## src/verilog/ocs_pkg.sv

```systemverilog
/*
  Shared constants and types for the oscillator clock-source controller:
  register offsets and bit positions, configuration-word encodings, reset
  values, the crystal start-up count and the state and carrier types.
  Assumes nothing of its surroundings; it holds definitions only.
*/
package ocs_pkg;

  // ----------------------------------------------------------------
  // Register map (byte addresses on the Wishbone bus)
  // ----------------------------------------------------------------
  localparam logic [3:0] OCS_ADDR_CTRL = 4'h0;
  localparam logic [3:0] OCS_ADDR_STAT = 4'h4;
  localparam logic [3:0] OCS_ADDR_TUNE = 4'h8;
  localparam logic [3:0] OCS_ADDR_CFG = 4'hc;

  // Field positions in oscillator_control_reg.
  localparam int OCS_CTRL_SCS_LSB = 0;
  localparam int OCS_CTRL_IFREQ_LSB = 2;
  localparam int OCS_CTRL_MULT_BIT = 6;
  localparam int OCS_CTRL_SPLL_BIT = 7;

  // Bit positions in oscillator_status_reg.
  localparam int OCS_STAT_HF_READY = 0;
  localparam int OCS_STAT_HF_STABLE = 1;
  localparam int OCS_STAT_LF_READY = 2;
  localparam int OCS_STAT_XTAL_READY = 3;
  localparam int OCS_STAT_PLL_ON = 4;
  localparam int OCS_STAT_CPU_HOLD = 5;

  // ----------------------------------------------------------------
  // Encodings and reset values
  // ----------------------------------------------------------------
  localparam logic [2:0] OCS_SRC_WATCH = 3'h0;
  localparam logic [2:0] OCS_SRC_MEDIUM = 3'h1;
  localparam logic [2:0] OCS_SRC_HIGH = 3'h2;
  localparam logic [2:0] OCS_SRC_RC = 3'h3;
  localparam logic [2:0] OCS_SRC_INTERNAL = 3'h4;
  localparam logic [1:0] OCS_SCS_CONFIG = 2'h0;
  localparam logic [1:0] OCS_SCS_SECONDARY = 2'h1;
  localparam logic [3:0] OCS_IFREQ_LF = 4'h0;
  localparam logic [3:0] OCS_IFREQ_RST = 4'h7;
  localparam logic [6:0] OCS_TUNE_RST = 7'h00;
  localparam logic [1:0] OCS_GAIN_OFF = 2'h0;
  localparam logic [1:0] OCS_GAIN_LOW = 2'h1;
  localparam logic [1:0] OCS_GAIN_MED = 2'h2;
  localparam logic [1:0] OCS_GAIN_HIGH = 2'h3;
  localparam int OCS_XTAL_COUNT = 1024;

  // ----------------------------------------------------------------
  // Types
  // ----------------------------------------------------------------
  typedef enum logic [1:0] {
    OCS_SYS_PRIMARY = 2'h0,
    OCS_SYS_SECONDARY = 2'h1,
    OCS_SYS_INTERNAL = 2'h2
  } ocs_sys_src_t;

  typedef enum logic [3:0] {
    OCS_ST_IDLE = 4'h1,
    OCS_ST_WAIT_POWER_UP_TIMER = 4'h2,
    OCS_ST_COUNT = 4'h4,
    OCS_ST_READY = 4'h8
  } ocs_xtal_st_t;

  // Non-volatile configuration word, caught once after reset release.
  typedef struct packed {
    logic [2:0] clock_src;
    logic pll_en;
    logic clkout_en;
    logic failsafe_en;
    logic two_speed_en;
    logic power_up_timer_en;
  } ocs_cfg_t;

  // Controls driven to the analog oscillators, clock mux and pins.
  typedef struct packed {
    logic [1:0] gain;
    logic pll_en;
    logic pll_mult3;
    logic hf_en;
    logic lf_en;
    logic fast_startup;
    logic [6:0] hf_tune;
    ocs_sys_src_t sys_src;
    logic cpu_hold;
    logic ext_clk_ready;
    logic osc_in_gpio;
    logic osc_out_clkout;
    logic osc_out_gpio;
  } ocs_ctl_t;

endpackage : ocs_pkg

```

## src/verilog/ocs_clock_select.sv

```systemverilog
/*
  Oscillator clock-source controller: crystal gain choice, crystal
  start-up counter, PLL enable and multiplier, internal oscillator
  enables with ready and stable status, tuning value, system clock
  source choice and oscillator pin functions, behind a Wishbone slave.
  Assumes a 125 MHz clk, analog oscillators that report running and
  stable as asynchronous levels, and power-up timer and wake signals
  from logic on clk.
*/
// The placing of the registers and register access over Wishbone were decided locally.
//
// Operation
// - Count 1024 crystal cycles before clock stable.
// - Start count after reset, timer, every wake.
// - Hold execution during count unless monitors enabled.
// - With monitors, run on internal oscillator meanwhile.
// - Multiplier bit set gives 3x, clear 4x.
// - PLL on by config or software; config dominates.
// - Crystal modes pick low, medium, high gain.
// - Secondary oscillator selectable at run time.
// - Config bit chooses second pin: I/O or clock out.
// - Internal oscillator by config default or software.
// - Internal mode frees first pin for I/O.
// - HF oscillator on for HF select and internal.
// - Ready flag shows HF oscillator running.
// - Stable flag shows HF within 0.5 percent.
// - Tuning is 7-bit two's complement, reset zero.
// - Tuning affects only HF-derived clocks.
// - Execution continues after tuning; no done flag.
// - Two sources: calibrated 16 MHz, uncalibrated 31 kHz.
// - Fast start-up oscillator runs before HF takes over.
// - External clock modes skip the start-up count.
// - PLL unavailable to internal when select is 1x.
`timescale 1ns/10ps

module ocs_clock_select #(
  parameter int XTAL_COUNT = ocs_pkg::OCS_XTAL_COUNT // Crystal cycles counted before ready.
) (
  input wire logic clk, // System clock, 125 MHz.
  input wire logic reset_n, // Asynchronous reset, active low.
  input wire logic [3:0] wb_adr_i, // Wishbone byte address.
  input wire logic [31:0] wb_dat_i, // Wishbone write data.
  output logic [31:0] wb_dat_o, // Wishbone read data.
  input wire logic wb_we_i, // Wishbone write enable.
  input wire logic [3:0] wb_sel_i, // Wishbone byte selects.
  input wire logic wb_cyc_i, // Wishbone cycle.
  input wire logic wb_stb_i, // Wishbone strobe.
  output logic wb_ack_o, // Wishbone acknowledge.
  input wire ocs_pkg::ocs_cfg_t cfg_word, // Configuration word, static.
  input wire logic power_up_timer_expired, // Power-up timer has run out.
  input wire logic wake_pulse, // One-cycle wake-up from sleep.
  input wire logic osc_in_pin, // Crystal oscillator input.
  input wire logic hf_running_in, // HF oscillator running, async.
  input wire logic hf_stable_in, // HF oscillator settled, async.
  input wire logic lf_running_in, // LF oscillator running, async.
  output ocs_pkg::ocs_ctl_t ctl_o // Oscillator and pin controls.
);
  import ocs_pkg::*;

  localparam int CW = $clog2(XTAL_COUNT) + 1;
  localparam logic [CW-1:0] CNT_LAST = CW'(XTAL_COUNT - 1);
  localparam logic [CW-1:0] CNT_ZERO = '0;
  localparam logic [CW-1:0] CNT_ONE = CW'(1);

  typedef struct packed {
    logic cfg_loaded;
    ocs_cfg_t cfg;
    logic [1:0] clock_source_select;
    logic [3:0] ifreq;
    logic mult3;
    logic spll;
    logic [6:0] tune;
    ocs_xtal_st_t xst;
    logic [CW-1:0] cnt;
    logic osc_s1;
    logic osc_s2;
    logic osc_prev;
    logic hf_run_s1;
    logic hf_run_s2;
    logic hf_stb_s1;
    logic hf_stb_s2;
    logic lf_run_s1;
    logic lf_run_s2;
    logic ack;
    logic [31:0] rdata;
    ocs_ctl_t ctl;
  } ocs_state_t;

  localparam ocs_state_t ST_RESET = '{
    cfg_loaded: 1'b0, cfg: '0, clock_source_select: OCS_SCS_CONFIG, ifreq: OCS_IFREQ_RST,
    mult3: 1'b0, spll: 1'b0, tune: OCS_TUNE_RST, xst: OCS_ST_IDLE,
    cnt: '0, osc_s1: 1'b0, osc_s2: 1'b0, osc_prev: 1'b0,
    hf_run_s1: 1'b0, hf_run_s2: 1'b0, hf_stb_s1: 1'b0, hf_stb_s2: 1'b0,
    lf_run_s1: 1'b0, lf_run_s2: 1'b0, ack: 1'b0, rdata: '0,
    ctl: '{gain: OCS_GAIN_OFF, pll_en: 1'b0, pll_mult3: 1'b0, hf_en: 1'b0,
           lf_en: 1'b0, fast_startup: 1'b0, hf_tune: OCS_TUNE_RST,
           sys_src: OCS_SYS_PRIMARY, cpu_hold: 1'b1, ext_clk_ready: 1'b0,
           osc_in_gpio: 1'b0, osc_out_clkout: 1'b0, osc_out_gpio: 1'b0}
  };

  // ----------------------------------------------------------------
  // Helpers
  // ----------------------------------------------------------------

  // True for the three crystal or resonator modes.
  function automatic logic is_xtal(input logic [2:0] src);
    is_xtal = (src == OCS_SRC_WATCH) || (src == OCS_SRC_MEDIUM) || (src == OCS_SRC_HIGH);
  endfunction : is_xtal

  // True for the logic-level external clock modes.
  function automatic logic is_ext(input logic [2:0] src);
    is_ext = (src > OCS_SRC_INTERNAL);
  endfunction : is_ext

  // Inverter-amplifier gain for a crystal mode.
  function automatic logic [1:0] gain_of(input logic [2:0] src);
    if (src == OCS_SRC_WATCH) begin
      gain_of = OCS_GAIN_LOW;
    end else if (src == OCS_SRC_MEDIUM) begin
      gain_of = OCS_GAIN_MED;
    end else if (src == OCS_SRC_HIGH) begin
      gain_of = OCS_GAIN_HIGH;
    end else begin
      gain_of = OCS_GAIN_OFF;
    end
  endfunction : gain_of

  // ----------------------------------------------------------------
  // Reset release
  // ----------------------------------------------------------------
  logic rst_s1;
  logic rst_n_sync;

  // Reset is asserted at once but released through two flops, so that
  // the whole state struct leaves reset on the same edge.
  always_ff @(posedge clk or negedge reset_n) begin
    if (!reset_n) begin
      rst_s1 <= 1'b0;
      rst_n_sync <= 1'b0;
    end else begin
      rst_s1 <= 1'b1;
      rst_n_sync <= rst_s1;
    end
  end

  ocs_state_t s_q;
  ocs_state_t s_d;

  // ----------------------------------------------------------------
  // Next-state logic
  // ----------------------------------------------------------------

  // Computes bus answers, the start-up sequence and every control output.
  always_comb begin
    logic req;
    logic wr;
    logic osc_rise;
    logic xtal;
    logic monitors;
    logic int_on;
    logic hf_sel;
    logic fallback;
    req = 1'b0;
    wr = 1'b0;
    osc_rise = 1'b0;
    xtal = 1'b0;
    monitors = 1'b0;
    int_on = 1'b0;
    hf_sel = 1'b0;
    fallback = 1'b0;
    s_d = s_q;

    // ----------------------------------------------------------------
    // Input synchronisers
    // ----------------------------------------------------------------
    // Asynchronous inputs pass two flops before anything looks at them.
    s_d.osc_s1 = osc_in_pin;
    s_d.osc_s2 = s_q.osc_s1;
    s_d.osc_prev = s_q.osc_s2;
    s_d.hf_run_s1 = hf_running_in;
    s_d.hf_run_s2 = s_q.hf_run_s1;
    s_d.hf_stb_s1 = hf_stable_in;
    s_d.hf_stb_s2 = s_q.hf_stb_s1;
    s_d.lf_run_s1 = lf_running_in;
    s_d.lf_run_s2 = s_q.lf_run_s1;
    osc_rise = s_q.osc_s2 & ~s_q.osc_prev;

    // The configuration word is caught on the first edge after release.
    if (!s_q.cfg_loaded) begin
      s_d.cfg = cfg_word;
      s_d.cfg_loaded = 1'b1;
    end

    // ----------------------------------------------------------------
    // Register interface
    // ----------------------------------------------------------------
    // Wishbone: one wait state, ack for a single cycle, unmapped reads zero.
    req = wb_cyc_i & wb_stb_i & ~s_q.ack;
    wr = req & wb_we_i & wb_sel_i[0];
    s_d.ack = req;
    // Read data stays registered until the next request, for a slow master.
    if (req) begin
      s_d.rdata = '0;
      if (wb_adr_i == OCS_ADDR_CTRL) begin
        s_d.rdata[OCS_CTRL_SCS_LSB +: 2] = s_q.clock_source_select;
        s_d.rdata[OCS_CTRL_IFREQ_LSB +: 4] = s_q.ifreq;
        s_d.rdata[OCS_CTRL_MULT_BIT] = s_q.mult3;
        s_d.rdata[OCS_CTRL_SPLL_BIT] = s_q.spll;
      end else if (wb_adr_i == OCS_ADDR_STAT) begin
        // Flags are gated by the enables so a stale running level is not shown.
        // ready flag
        s_d.rdata[OCS_STAT_HF_READY] = s_q.hf_run_s2 & s_q.ctl.hf_en;
        s_d.rdata[OCS_STAT_HF_STABLE] = s_q.hf_stb_s2 & s_q.hf_run_s2 & s_q.ctl.hf_en;
        s_d.rdata[OCS_STAT_LF_READY] = s_q.lf_run_s2 & s_q.ctl.lf_en;
        s_d.rdata[OCS_STAT_XTAL_READY] = s_q.ctl.ext_clk_ready;
        s_d.rdata[OCS_STAT_PLL_ON] = s_q.ctl.pll_en;
        s_d.rdata[OCS_STAT_CPU_HOLD] = s_q.ctl.cpu_hold;
      end else if (wb_adr_i == OCS_ADDR_TUNE) begin
        s_d.rdata[6:0] = s_q.tune;
      end else if (wb_adr_i == OCS_ADDR_CFG) begin
        s_d.rdata[7:0] = s_q.cfg;
      end
    end

    // Register writes; only byte lane 0 carries fields.
    if (wr) begin
      if (wb_adr_i == OCS_ADDR_CTRL) begin
        s_d.clock_source_select = wb_dat_i[OCS_CTRL_SCS_LSB +: 2];
        s_d.ifreq = wb_dat_i[OCS_CTRL_IFREQ_LSB +: 4];
        s_d.mult3 = wb_dat_i[OCS_CTRL_MULT_BIT];
        s_d.spll = wb_dat_i[OCS_CTRL_SPLL_BIT];
      end else if (wb_adr_i == OCS_ADDR_TUNE) begin
        // no completion flag
        // Bits above the seven-bit field are dropped.
        s_d.tune = wb_dat_i[6:0];
      end
    end

    // ----------------------------------------------------------------
    // Crystal start-up
    // ----------------------------------------------------------------
    xtal = s_q.cfg_loaded & is_xtal(s_q.cfg.clock_src);
    monitors = s_q.cfg.failsafe_en | s_q.cfg.two_speed_en;

    // Crystal start-up sequencer.
    case (s_q.xst)
      OCS_ST_IDLE: begin
        if (xtal) begin
          if (s_q.cfg.power_up_timer_en && !power_up_timer_expired) begin
            s_d.xst = OCS_ST_WAIT_POWER_UP_TIMER;
          end else begin
            s_d.xst = OCS_ST_COUNT;
          end
          s_d.cnt = CNT_ZERO;
        end else if (s_q.cfg_loaded && is_ext(s_q.cfg.clock_src)) begin
          s_d.xst = OCS_ST_READY;
        end else if (s_q.cfg_loaded) begin
          // RC and internal sources need no crystal settling either.
          s_d.xst = OCS_ST_READY;
        end
      end
      OCS_ST_WAIT_POWER_UP_TIMER: begin
        // The LF oscillator times the power-up timer and stays on meanwhile.
        if (power_up_timer_expired) begin
          s_d.xst = OCS_ST_COUNT;
          s_d.cnt = CNT_ZERO;
        end
      end
      OCS_ST_COUNT: begin
        // Edges are seen after the synchroniser, so the crystal must run well below clk.
        // count crystal cycles
        if (osc_rise) begin
          s_d.cnt = s_q.cnt + CNT_ONE;
          if (s_q.cnt == CNT_LAST) begin
            s_d.xst = OCS_ST_READY;
          end
        end
      end
      OCS_ST_READY: begin
        // Ready holds until a wake starts the count over.
        s_d.xst = OCS_ST_READY;
      end
      default: begin
        s_d.xst = OCS_ST_IDLE;
      end
    endcase

    // A wake in mid-count starts over; no partial count is kept.
    // restart on every wake
    if (wake_pulse && xtal) begin
      s_d.xst = OCS_ST_COUNT;
      s_d.cnt = CNT_ZERO;
    end

    // ----------------------------------------------------------------
    // Source and oscillator controls
    // ----------------------------------------------------------------
    // internal when config or select asks
    int_on = (s_q.cfg.clock_src == OCS_SRC_INTERNAL) | s_q.clock_source_select[1];
    // Fallback only under select 00, so an explicit run-time choice stays in charge.
    // internal fallback during count
    fallback = xtal & monitors & (s_q.xst != OCS_ST_READY) & (s_q.clock_source_select == OCS_SCS_CONFIG);
    hf_sel = (s_q.ifreq != OCS_IFREQ_LF);

    // Until the config word is caught the core is held, whatever the mode.
    // hold unless monitors enabled
    s_d.ctl.cpu_hold = ~s_q.cfg_loaded | ((s_q.xst != OCS_ST_READY) & ~(xtal & monitors));
    s_d.ctl.ext_clk_ready = (s_q.xst == OCS_ST_READY);

    if (s_q.clock_source_select == OCS_SCS_SECONDARY) begin
      s_d.ctl.sys_src = OCS_SYS_SECONDARY;
    end else if (int_on || fallback) begin
      s_d.ctl.sys_src = OCS_SYS_INTERNAL;
    end else begin
      s_d.ctl.sys_src = OCS_SYS_PRIMARY;
    end

    s_d.ctl.gain = s_q.cfg_loaded ? gain_of(s_q.cfg.clock_src) : OCS_GAIN_OFF;

    // no PLL when select is 1x
    s_d.ctl.pll_en = (s_q.cfg.pll_en | s_q.spll) & (s_q.clock_source_select == OCS_SCS_CONFIG) & s_q.cfg_loaded;
    s_d.ctl.pll_mult3 = s_q.mult3;

    s_d.ctl.hf_en = hf_sel & (int_on | fallback) & s_q.cfg_loaded;
    // The LF source also times the power-up timer and the fail-safe monitor.
    s_d.ctl.lf_en = ((~hf_sel & int_on) | s_q.cfg.failsafe_en | (s_q.xst == OCS_ST_WAIT_POWER_UP_TIMER))
                    & s_q.cfg_loaded;
    s_d.ctl.fast_startup = s_d.ctl.hf_en & ~s_q.hf_run_s2;
    s_d.ctl.hf_tune = s_q.tune;

    // ----------------------------------------------------------------
    // Pin functions
    // ----------------------------------------------------------------
    // first pin free in internal mode
    s_d.ctl.osc_in_gpio = s_q.cfg_loaded & (s_q.cfg.clock_src == OCS_SRC_INTERNAL);
    // second pin I/O or clock out
    s_d.ctl.osc_out_clkout = s_q.cfg_loaded & ~xtal & s_q.cfg.clkout_en;
    s_d.ctl.osc_out_gpio = s_q.cfg_loaded & ~xtal & ~s_q.cfg.clkout_en;
  end

  // ----------------------------------------------------------------
  // State register
  // ----------------------------------------------------------------

  // All state but the two reset-release flops lives in one struct; reset loads the constant image.
  always_ff @(posedge clk or negedge rst_n_sync) begin
    if (!rst_n_sync) begin
      s_q <= ST_RESET;
    end else begin
      s_q <= s_d;
    end
  end

  // ----------------------------------------------------------------
  // Outputs
  // ----------------------------------------------------------------
  // Every output is a field of the registered state, so none has a glitch.
  assign wb_ack_o = s_q.ack;
  assign wb_dat_o = s_q.rdata;
  assign ctl_o = s_q.ctl;

endmodule : ocs_clock_select

```

## config.mk

```make
export PLATFORM = sky130hd
export DESIGN_NAME = ocs_clock_select
export DESIGN_NICKNAME = d
export VERILOG_FILES = /design/src/verilog/ocs_pkg.sv /design/src/verilog/ocs_clock_select.sv
export SDC_FILE = /design/constraint.sdc
export NUM_CORES = 1
export LEC_CHECK = 0
export BUFFER_PORTS_ARGS = -buffer_cell sky130_fd_sc_hd__clkbuf_2
export CAP_MARGIN = 20
export CORE_MARGIN = 2
export CORE_UTILIZATION = 55
export DETAILED_ROUTE_END_ITERATION = 16
export PLACE_DENSITY = 0.84
export REMOVE_ABC_BUFFERS = 1
export SYNTH_ARGS = -nofsm -noshare
export SYNTH_HDL_FRONTEND = slang
export SYNTH_SLANG_ARGS = --single-unit
```

## constraint.sdc

```tcl
create_clock -name clk -period 4.5 [get_ports clk]
set_input_delay 0.225 -clock clk [delete_from_list [all_inputs] [get_ports clk]]
set_output_delay 0.225 -clock clk [all_outputs]
set_load 0.005 [all_outputs]
```

After elaboration in Yosys (flattened, before gate mapping):

Cells that the tools add are included.

* input port bits: 59
* output and inout port bits: 54
* flip-flop bits (word level): 80

* reductions and logical operators: 16
* bitwise logic cells: 41
* equal/unequal tests: 18
* mux-type cells: 23
* add/sub/neg operators: 1
* $lt $le $gt $ge: 1

Operator list (number)
* 2-to-1 mux 15 bit: 3
* one-hot mux 11 bit (3 select lines): 1
* AND 1 bit: 25
* 2-to-1 mux 4 bit: 4
* 2-to-1 mux 8 bit: 2
* one-hot mux 4 bit (4 select lines): 1
* 2-to-1 mux 2 bit: 7
* equality test 4 bit, second input constant: 3
* inequality test 3 bit, second input constant: 4
* adder 11 x 1 -> 11 bit, second input constant: 1
* equality test 11 x 10 -> 1 bit, second input constant: 1
* 2-to-1 mux 11 bit: 1
* inverter 1 bit: 9
* equality test 4 x 3 -> 1 bit, second input constant: 2
* AND reduction 4 bit: 2
* nonzero test 4 bit: 2
* 2-to-1 mux 7 bit: 1
* OR 1 bit: 7
* 2-to-1 mux 6 bit: 1
* inequality test 5 bit, second input constant: 1
* equality test 4 x 1 -> 1 bit, second input constant: 1
* equality test 4 x 2 -> 1 bit, second input constant: 1
* zero test 4 bit: 1
* inequality test 4 bit, second input constant: 1
* other kinds (14): 18

Depth between registers and ports, before layout:

Gate-level depths: netlist of the first run.

* depth after elaboration: 11
* depth in mapped cells: 6
* depth with buffers taken out: 5

Worst setup path before layout of the first run:

No wires, ideal clock.

* kind: reg-to-reg
* start: register s_q[77] (netlist name)
* end: register s_q[73] (netlist name)
* slack: 2.569 ns
* buffers on the path: 1
* data required time: 4.420 ns
* setup time: 0.080 ns
* arrival: 1.850 ns
* stages on the path, launching flop included: 6
* path through: dfrtp_1 buf_6 or4b_4 a311oi_4 or3b_1 o211ai_2

* longest elaborated chain between the ends: 3
* elaborated cells on any way between the ends: 10
* classes of those cells: eq/ne: 6; mux: 2; reduce/logical: 2

Ends and longest elaborated chain
* start, declared: line ocs_clock_select.sv:146 `ocs_state_t s_q;`
* start signal, assigned: line ocs_clock_select.sv:348 `s_q <= ST_RESET;`
* start signal, assigned: line ocs_clock_select.sv:350 `s_q <= s_d;`
* equality test 4 x 1 -> 1 bit, or another cell as far along: line ocs_clock_select.sv:246 `case (s_q.xst)`
* inequality test 3 bit (no line), or another cell as far along
* AND reduction 4 bit (no line) / 2-to-1 mux 15 bit (equally long branches)

Parallel ways exist; a longest one is shown, timed or not.
A chain may end at the register's enable or synchronous reset.

Worst setup path after layout of the first run:

* start: register s_q[101] (netlist name)
* end: register s_q[76] (netlist name)

* longest elaborated chain between the ends: 5
* elaborated cells on any way between the ends: 12
* classes of those cells: eq/ne: 4; mux: 4; bitwise: 1; reduce/logical: 3

Ends and longest elaborated chain
* logical AND 1 bit: line ocs_clock_select.sv:255 `end else if (s_q.cfg_loaded && is_ext(s_q.cfg.clock_src)) begin`
* 2-to-1 mux 4 bit: line ocs_clock_select.sv:255
* 2-to-1 mux 4 bit: line ocs_clock_select.sv:248 `if (xtal) begin`
* one-hot mux 4 bit (4 select lines): line ocs_clock_select.sv:246
* 2-to-1 mux 15 bit: line ocs_clock_select.sv:290 `if (wake_pulse && xtal) begin`

Parallel ways exist; a longest one is shown, timed or not.

==> results of run 1 <==
[cell type report]
cell class	instances	area [sq um]
inverter	4	15.0
tap	96	120
multi-input combinational	208	1450
fill	530	2600
clock buffer	10	138
timing repair buffer	68	370
sequential	80	2010
clock inverter	6	91.3
[sequential cells by signal, summed over array words and instances, names as in the netlist]
| signal | count |
|---|---|
| s_d | 13 |
| rst_n_sync | 1 |
| rst_s1 | 1 |
| ctl_o | 21 |
| s_q | 35 |
| wb_ack_o | 1 |
| wb_dat_o | 8 |
[cell usage in the layout (no fill, tap or decap), types with 3 or more instances in the layout]
master         count
a21oi_1            6
a22o_1             9
a22oi_1            9
and2_1             4
and3_1             4
clkbuf_2          61
clkbuf_8          10
conb_1            26
dfrtp_1           74
dfstp_2            5
dlygate4sd3_1      5
inv_1              4
mux2_2            24
mux4_2             3
nand2_1           23
nand3_1            5
nor2_1            13
nor2b_1            6
nor3_1            10
nor4b_1            3
o21a_1             4
o21ai_0           12
[kinds of logic after synthesis]
| family | Yosys count | synth area share |
|---|---|---|
| compound gates | 60 | 0.117 |
| xor+xnor | 1 | 0.00227 |
| fa+ha+maj | 1 | 0.00325 |
| buf+inv | 70 | 0.125 |
| flops | 80 | 0.521 |
| mux | 29 | 0.0929 |
| other cells | 2 | 0.00195 |
| simple gates | 91 | 0.135 |
[stage by stage]
stage | setup slack (ns) | utilization | power (mW)
after floorplan | 2.12 | - | 1.01
after global placement | 2.22 | 0.576 | 1.10
after detailed placement | 2.15 | 0.576 | 1.11
after CTS | 2.13 | 0.617 | 1.71
after global routing | 1.93 | 0.617 | 1.78
final | 2.12 | 0.617 | 1.70
[metal layers]
metal	share of wire	up-vias
met4	0.021	0
met5	0	-
met2	0.48	93
met3	0.071	12
li1	-	1194
met1	0.43	1251
[power by group]
group          internal [mW]  total (mW)  leakage, nW  switching, mW
sequential             0.780       0.849         1.04         0.0691
clock                  0.330       0.595        0.117          0.265
combinational          0.128       0.254        0.835          0.126
[critical path, delay by kind of cell, from the launching register on]
| family | cells | cell delay [ns] |
|---|---|---|
| AOI/OAI and AO/OA | 3 | 0.99 |
| DFF | 1 | 0.78 |
| and+or+nand+nor | 1 | 0.48 |
[path summary, 6_finish.rpt]
| path | endpoint | cells after the start |
|---|---|---|
| worst max-delay path | s_q[76]$_DFFE_PN0P_ | 4 |
| worst min-delay path | s_q[96]$_DFFE_PN0N_ | 3 |
| worst max register to register | s_q[76]$_DFFE_PN0P_ | 4 |
| worst min register to register | s_d[61]$_DFF_PN0_ | 0 |
| max in group asynchronous | s_q[77]$_DFFE_PN0P_ | 1 |
| min in group asynchronous | rst_n_sync$_DFF_PN0_ | 2 |
[what timing repair did]
action / 4_1_cts / 5_1_grt
endpoints found under the hold margin: 6 / 0
setup buffers: 0 / 0
hold buffers: 5 / 0
==> results.cfg, run 1 <==
[setup_path]
critPathRequiredTime_ns = 4.74
rr_startpoint = s_q[101]$_DFF_PN0_
cp-start-kind = flop
worstSetupPathType = reg2reg
cp_cell_sequence = nor2b_1 -> a31oi_1 -> o31a_1 -> a221o_1
crit_path_start = s_q[101]$_DFF_PN0_
critPathArrivalTime_ns = 2.61
r2r_slack_ns = 2.12
max_stage_delay_ns = 0.78
crit_path_end_kind = flop
cpMaxStageDelayCell = dfrtp_1
crit_fanout = 20

[logic_synthesis]
synth-async-reset-ratio = 1.00
yosysUniqueCellTypes = 64
synthFlopType = dfrtp_1
synth.top_cells.by_area = dfrtp_1 (49%), buf_4 (11%), mux2_2 (7.0%), dfstp_2 (3.4%), nand2_1 (2.2%)
synth_area_sq_um = 3850
synth_edf_count = 0
synth_seq_cells = 80
synth-seq-area-share = 0.521
postSynthAreaPerCell_sq_um = 11.5
syn_inst = 334
synth_top_area_frac = 0.487
yosysTopAreaCell = dfrtp_1
ys.warnings.count = 0
yosysMostFrequentCell = dfrtp_1
synthTopCellsByCount = dfrtp_1 (75), buf_4 (54), mux2_2 (24)

[place]
dp.cells = 451
gp_congestion = 0.851
dp_hpwl_um = 5040
dpl-instance-area_sq_um = 3920
io_buffers = 61

[sta]
fin_crit_ns = 2.38
worst_hold_slack_ns = 0.0747
relSlewSlack = 0.337
worst_pin_slew_ns = 0.991
hold_viol = 0
fmax_ghz = 0.420
period_share = 0.529
slew_viol_final = 0
finalSetupViolCount = 0
fin_setup_tns_ns = 0
grt_setup_unrepaired = false
fin_worst_skew_ns = 0.00882

[clock_network]
numCtsBuffers = 9
clockBufferDepth = 2
path_clk_slew_ns = 0.08
root_buffer = clkbuf_8
cts-resized-gates = 0
cts.sinks = 80
insertion_delay_ns = 0.36
tritoncts = yes
h-tree-depth = 3

[drt]
vias = 2550
drtIter0Drc = 196
post_drt_wl_per_cell_um = 15.1
viasPerCell = 5.40
drc_errors = 0
first_pass_iters = 4
routed_wirelength_um = 7120
final_antenna_net_count = 0

[cells_and_area]
fin_cells = 472
area_delta_synth_final_pct = 8.90
design_area_sq_um = 4190
nets = 431
drive_above_1_share = 0.327
antenna_cells = 0

[status]
outcome = finished, final reports clean

[power]
peakVddDrop_v = 0.000199
power.static_leakage_nw = 1.99
p_per_area_nw_per_um2 = 405

[die]
dieHeight_um = 87.7
coreArea_sq_um = 6790
dieWidth_um = 87.7
die-area_sq_um = 7690
initial_core_util = 0.567
rows = 30
io-pin-count = 113

[global_routing]
grtUsageMet1 = 0.270
grt_overflow = 0
grt_busiest_layer = met2
grt_max_degree = 46
grt.total_usage = 0.202
antenna_found_initial = 0
grt_first_pass_wirelength_um = 11800
grt_pass1_vias = 2404
use_met2 = 0.313
met3_usage = 0.0415

[job]
maxCapViolations = 0

[min_path]
hp-start = cfg_word[3]
hp-class = in2reg
(Power assumes the default switching activity.)
==> run 2, diff against run 1 <==
- CORE_UTILIZATION: 55 -> 47
- PLACE_DENSITY: 0.84 -> 0.76
- clock period: 4.5 -> 2.1 ns (I/O delays scaled with it)
==> run 2 against run 1 <==
  * Combinational power rose to 2.6 times the previous value
  * Final area increased by 8.0%
  * Highest routed layer unchanged
  * Die area rose by 16%
==> results.cfg, run 2 (synthesized netlist as in run 1, its figures left out) <==
[status]
outcome = finished, final reports clean

[setup_path]
rr_worst_depth = 5
cpMaxStageDelayCell = or4b_2
cp-start-kind = flop
crit_path_end_kind = flop
max_stage_delay_ns = 0.63
crit_buf_inv = 1
worstSetupPathType = reg2reg
cp.depth = 5
cp_cell_sequence = or4b_2 -> a21oi_1 -> a211oi_2 -> buf_4 -> o21ai_0
path_delay_family = simple AND/OR/NAND/NOR gates
critPathRequiredTime_ns = 2.36
critPathArrivalTime_ns = 2.29
crit_fanout = 10

[clock_network]
cts.sinks = 80
numCtsBuffers = 9
root_buffer = clkbuf_8
path_clk_slew_ns = 0.08
tritoncts = yes
h-tree-depth = 3
clockBufferDepth = 2
insertion_delay_ns = 0.35

[sta]
period_share = 0.966
worst_pin_slew_ns = 0.487
fin_crit_ns = 2.03
hold_viol = 0
relSlewSlack = 0.671
fmax_ghz = 0.493
grt_setup_unrepaired = false
finalSetupViolCount = 0
fin_worst_skew_ns = 0.0114
fin_setup_tns_ns = 0
finalWorstSetupSlack_ns = 0.0712
slew_viol_final = 0

[power]
pwr-share-seq = 0.476
swShare = 0.267
clkPwrFrac = 0.346
net-switching-power_mw = 1.01
p_comb_frac = 0.178
p_per_area_nw_per_um2 = 833
internal_power_mw = 2.76
p_total_mw = 3.77
power.static_leakage_nw = 2.16
peakVddDrop_v = 0.000450

[die]
io-pin-count = 113
rows = 33
dieWidth_um = 94.5
dieHeight_um = 94.5
coreArea_sq_um = 8090
initial_core_util = 0.476
die-area_sq_um = 8930

[cells_and_area]
drive_above_1_share = 0.355
seq_area_sq_um = 2010
nets = 466
fill_cells = 695
area_delta_synth_final_pct = 17.6
final_cell_mix = dfrtp_1 (74), clkbuf_2 (61), conb_1 (26)
largest_reg_flops = 35
fin_cells = 516
regMostFlops = s_q
antenna_cells = 0
multi_input_area_sq_um = 1460
final_common_cell = dfrtp_1
final_util = 0.560

[global_routing]
grt_overflow = 0
grt_max_degree = 37
grt_pass1_vias = 2556
grt.total_usage = 0.183
grt_first_pass_wirelength_um = 12500
antenna_found_initial = 0

[drt]
drtIter0Drc = 136
vias = 2669
routed_wirelength_um = 7610
viasPerCell = 5.17
final_antenna_net_count = 0
first_pass_iters = 4
drc_errors = 0
post_drt_wl_per_cell_um = 14.7

[place]
gp_congestion = 0.809
post-place-ws_ns = 0.0111
dp_hpwl_um = 5510
dp.cells = 481
io_buffers = 61

[min_path]
hold_depth = 2
hp-class = in2reg

[job]
maxCapViolations = 0
==> run 2: cell count changes in the layout (fill, tap and decap cells not counted), sizes merged <==
cell,delta
buf,+22
clkbuf,+1
clkinv,-1
dlygate4sd3,+13
==> run 2: worst paths after layout <==
path                                 startpoint              endpoint  slack (ns)
setup reg to reg            s_q[74]$_DFFE_PN1P_   s_q[66]$_DFFE_PN0P_        0.07
hold reg to reg            rst_n_sync$_DFF_PN0_   s_q[63]$_DFFE_PN0P_        0.29
max in group asynchronous  rst_n_sync$_DFF_PN0_   s_q[88]$_DFFE_PN1P_        1.21
min in group asynchronous               reset_n  rst_n_sync$_DFF_PN0_        0.08
setup / recovery            s_q[74]$_DFFE_PN1P_   s_q[66]$_DFFE_PN0P_        0.07
hold / removal                      cfg_word[7]  s_q[100]$_DFFE_PN0N_       0.007
==> run 2: repair_timing <==
action	CTS	global route
hold buffers	18	0
setup endpoints to repair	0	6
buffers inserted	0	1
gates resized for setup	0	1
hold endpoints to repair	22	0
==> run 2: layout make-up <==
class                   count  area share
clock buffers              11      0.0334
clock inverters             5      0.0191
inverters                   4     0.00331
multi-input cells         208       0.321
flip-flops and latches     80       0.444
well taps                 105      0.0290
repair buffers            103       0.150
==> run 2: stage by stage <==
step                area [sq um]  hold slack (ns)
finish                      4530          0.00711
global placement            4100           -0.108
CTS                         4520          0.00238
global route                4530          0.00863
floorplan                   3470           -0.191
detailed placement          4100           -0.107
==> run 2: worst register-to-register path, cell delays in order (launching register included) <==
cell      delay, ns
dfstp_2        0.62
or4b_2         0.64
a21oi_1        0.20
a211oi_2       0.11
buf_4          0.19
o21ai_0        0.18
==> run 2: power groups by stage <==
stage | logic, mW | registers [mW] | clock network (mW)
after floorplan | 0.349 | 1.82 | 0
after global placement | 0.603 | 1.82 | 0
after detailed placement | 0.618 | 1.83 | 0
after CTS | 0.646 | 1.80 | 1.33
after global routing | 0.732 | 1.82 | 1.40
final | 0.670 | 1.80 | 1.31
==> run 2: per-layer routing <==
metal	global-route usage	routed length (um)
met4	0.0773	105
met3	0.0255	326
met2	0.295	3820
met5	0	0
met1	0.248	3360
==> run 3, diff against run 2 <==
- clock period: 2.1 -> 1.76 ns (I/O delays scaled with it)
==> run 3 against run 2 <==
  * First-iteration DRC count is 29% lower
  * Non-clock buffer count increased by 23
  * Sequential share of layout area fell by 2.1 points
  * Setup slack lost 0.042 ns
  * Critical endpoint is now s_q[64]$_DFFE_PN0P_
  * Largest cell class unchanged
  * Highest routed layer unchanged
==> results.cfg, run 3 (synthesized netlist as in run 1, its figures left out) <==
[setup_path]
crit_path_end = s_q[64]$_DFFE_PN0P_
r2r_slack_ns = 0.03
cp_cell_sequence = buf_6 -> nor2b_4 -> o21bai_2 -> a211oi_4 -> clkbuf_16 -> mux2i_1
crit_path_start = s_q[74]$_DFFE_PN1P_
regToRegEndpoint = s_q[64]$_DFFE_PN0P_
cpMaxStageDelayCell = dfstp_2
cp-start-kind = flop
crit_fanout = 6
max_stage_delay_ns = 0.59
rr_startpoint = s_q[74]$_DFFE_PN1P_
worstSetupPathType = reg2reg
critPathArrivalTime_ns = 2.01
crit_path_end_kind = flop
rr_worst_depth = 6
critPathRequiredTime_ns = 2.04

[cells_and_area]
drive_above_1_share = 0.406
area_delta_synth_final_pct = 23.6
nets = 489
design_area_sq_um = 4760
antenna_cells = 0
largest_reg_flops = 35
final_cell_mix = dfrtp_1 (71), clkbuf_2 (61), buf_4 (39)
final_common_cell = dfrtp_1
regMostFlops = s_q

[sta]
fin_worst_skew_ns = 0.0119
grt_setup_unrepaired = true
hold_viol = 0
slew_viol_final = 0
worst_hold_slack_ns = 0.0631
period_share = 0.984
fin_setup_tns_ns = 0
fin_crit_ns = 1.73
finalSetupViolCount = 0
finalWorstSetupSlack_ns = 0.0287
fmax_ghz = 0.578

[clock_network]
tritoncts = yes
cts.sinks = 80
clockBufferDepth = 2
root_buffer = clkbuf_8
path_clk_slew_ns = 0.08
h-tree-depth = 3
numCtsBuffers = 9
insertion_delay_ns = 0.35

[die]
dieWidth_um = 94.5
dieHeight_um = 94.5
coreArea_sq_um = 8090
rows = 33
die-area_sq_um = 8930
initial_core_util = 0.476
io-pin-count = 113

[power]
peakVddDrop_v = 0.000433
p_per_area_nw_per_um2 = 947
p_total_mw = 4.51
power.static_leakage_nw = 2.26

[place]
gp_congestion = 0.876
dpl-instance-area_sq_um = 4220
post-place-ws_ns = -0.0831
dp_hpwl_um = 5570
io_buffers = 61

[drt]
vias = 2795
final_antenna_net_count = 0
drtIter0Drc = 96
viasPerCell = 5.19
first_pass_iters = 4
routed_wirelength_um = 8070
post_drt_wl_per_cell_um = 15.0
drc_errors = 0

[global_routing]
grt_pass1_vias = 2641
antenna_found_initial = 0
grt_max_degree = 54
grt_overflow = 0
grt_first_pass_wirelength_um = 12600
grt.total_usage = 0.186

[job]
maxCapViolations = 0

[min_path]
hp-class = in2async

[status]
outcome = finished, final reports clean
run 3: layout make-up:
cell class | instances | area, sq um
fill | 679 | 3330
sequential | 80 | 2020
multi-input combinational | 208 | 1530
timing repair buffer | 126 | 886
clock buffer | 12 | 155
tap | 105 | 131
clock inverter | 4 | 30.0
inverter | 4 | 15.0
run 3: timing repair:
action                                  4_1_cts  5_1_grt
hold endpoints to repair                     30        0
gates cloned                                  0        1
endpoints found under the setup margin       12       14
hold buffers                                 22        0
pin swaps                                     2        7
gates resized for setup                       6       18
buffers inserted                              3        1
run 3: worst min-delay path by stage:
stage / startpoint / end / slack (ns) / depth (start not counted)
final: reset_n / rst_n_sync$_DFF_PN0_ / 0.06 / 2
after global routing: reset_n / rst_n_sync$_DFF_PN0_ / 0.07 / 2
after CTS: reset_n / rst_n_sync$_DFF_PN0_ / 0.04 / 2
after detailed placement: reset_n / rst_s1$_DFF_PN0_ / -0.12 / 1
after global placement: reset_n / rst_s1$_DFF_PN0_ / -0.12 / 1
after floorplan: reset_n / rst_n_sync$_DFF_PN0_ / -0.21 / 0
run 3: layer usage:
layer / vias up / routed length (um) / GRT usage
met2: 96 / 4060 / 0.301
met5: - / 0 / 0
li1: 1305 / - / -
met3: 12 / 401 / 0.0351
met1: 1382 / 3470 / 0.242
met4: 0 / 139 / 0.0918
run 3: worst max-delay path, delay by kind of cell (launching register included):
family	cells	cell delay [ns]
multiplexers	1	0.17
buffers and inverters	2	0.33
flip-flops	1	0.59
AND/OR/NAND/NOR	1	0.15
AO/OA/AOI/OAI	2	0.42
run 3: through the flow:
| step | utilization | instances |
|---|---|---|
| detailed placement | 0.522 | 496 |
| global placement | 0.522 | 496 |
| CTS | 0.577 | 537 |
| finish | 0.588 | 539 |
| floorplan | - | 292 |
| global route | 0.588 | 539 |
run 3: report_power, final:
group / switching, mW / internal (mW)
registers: 0.123 / 2.00
clock network: 0.659 / 0.590
logic: 0.510 / 0.626
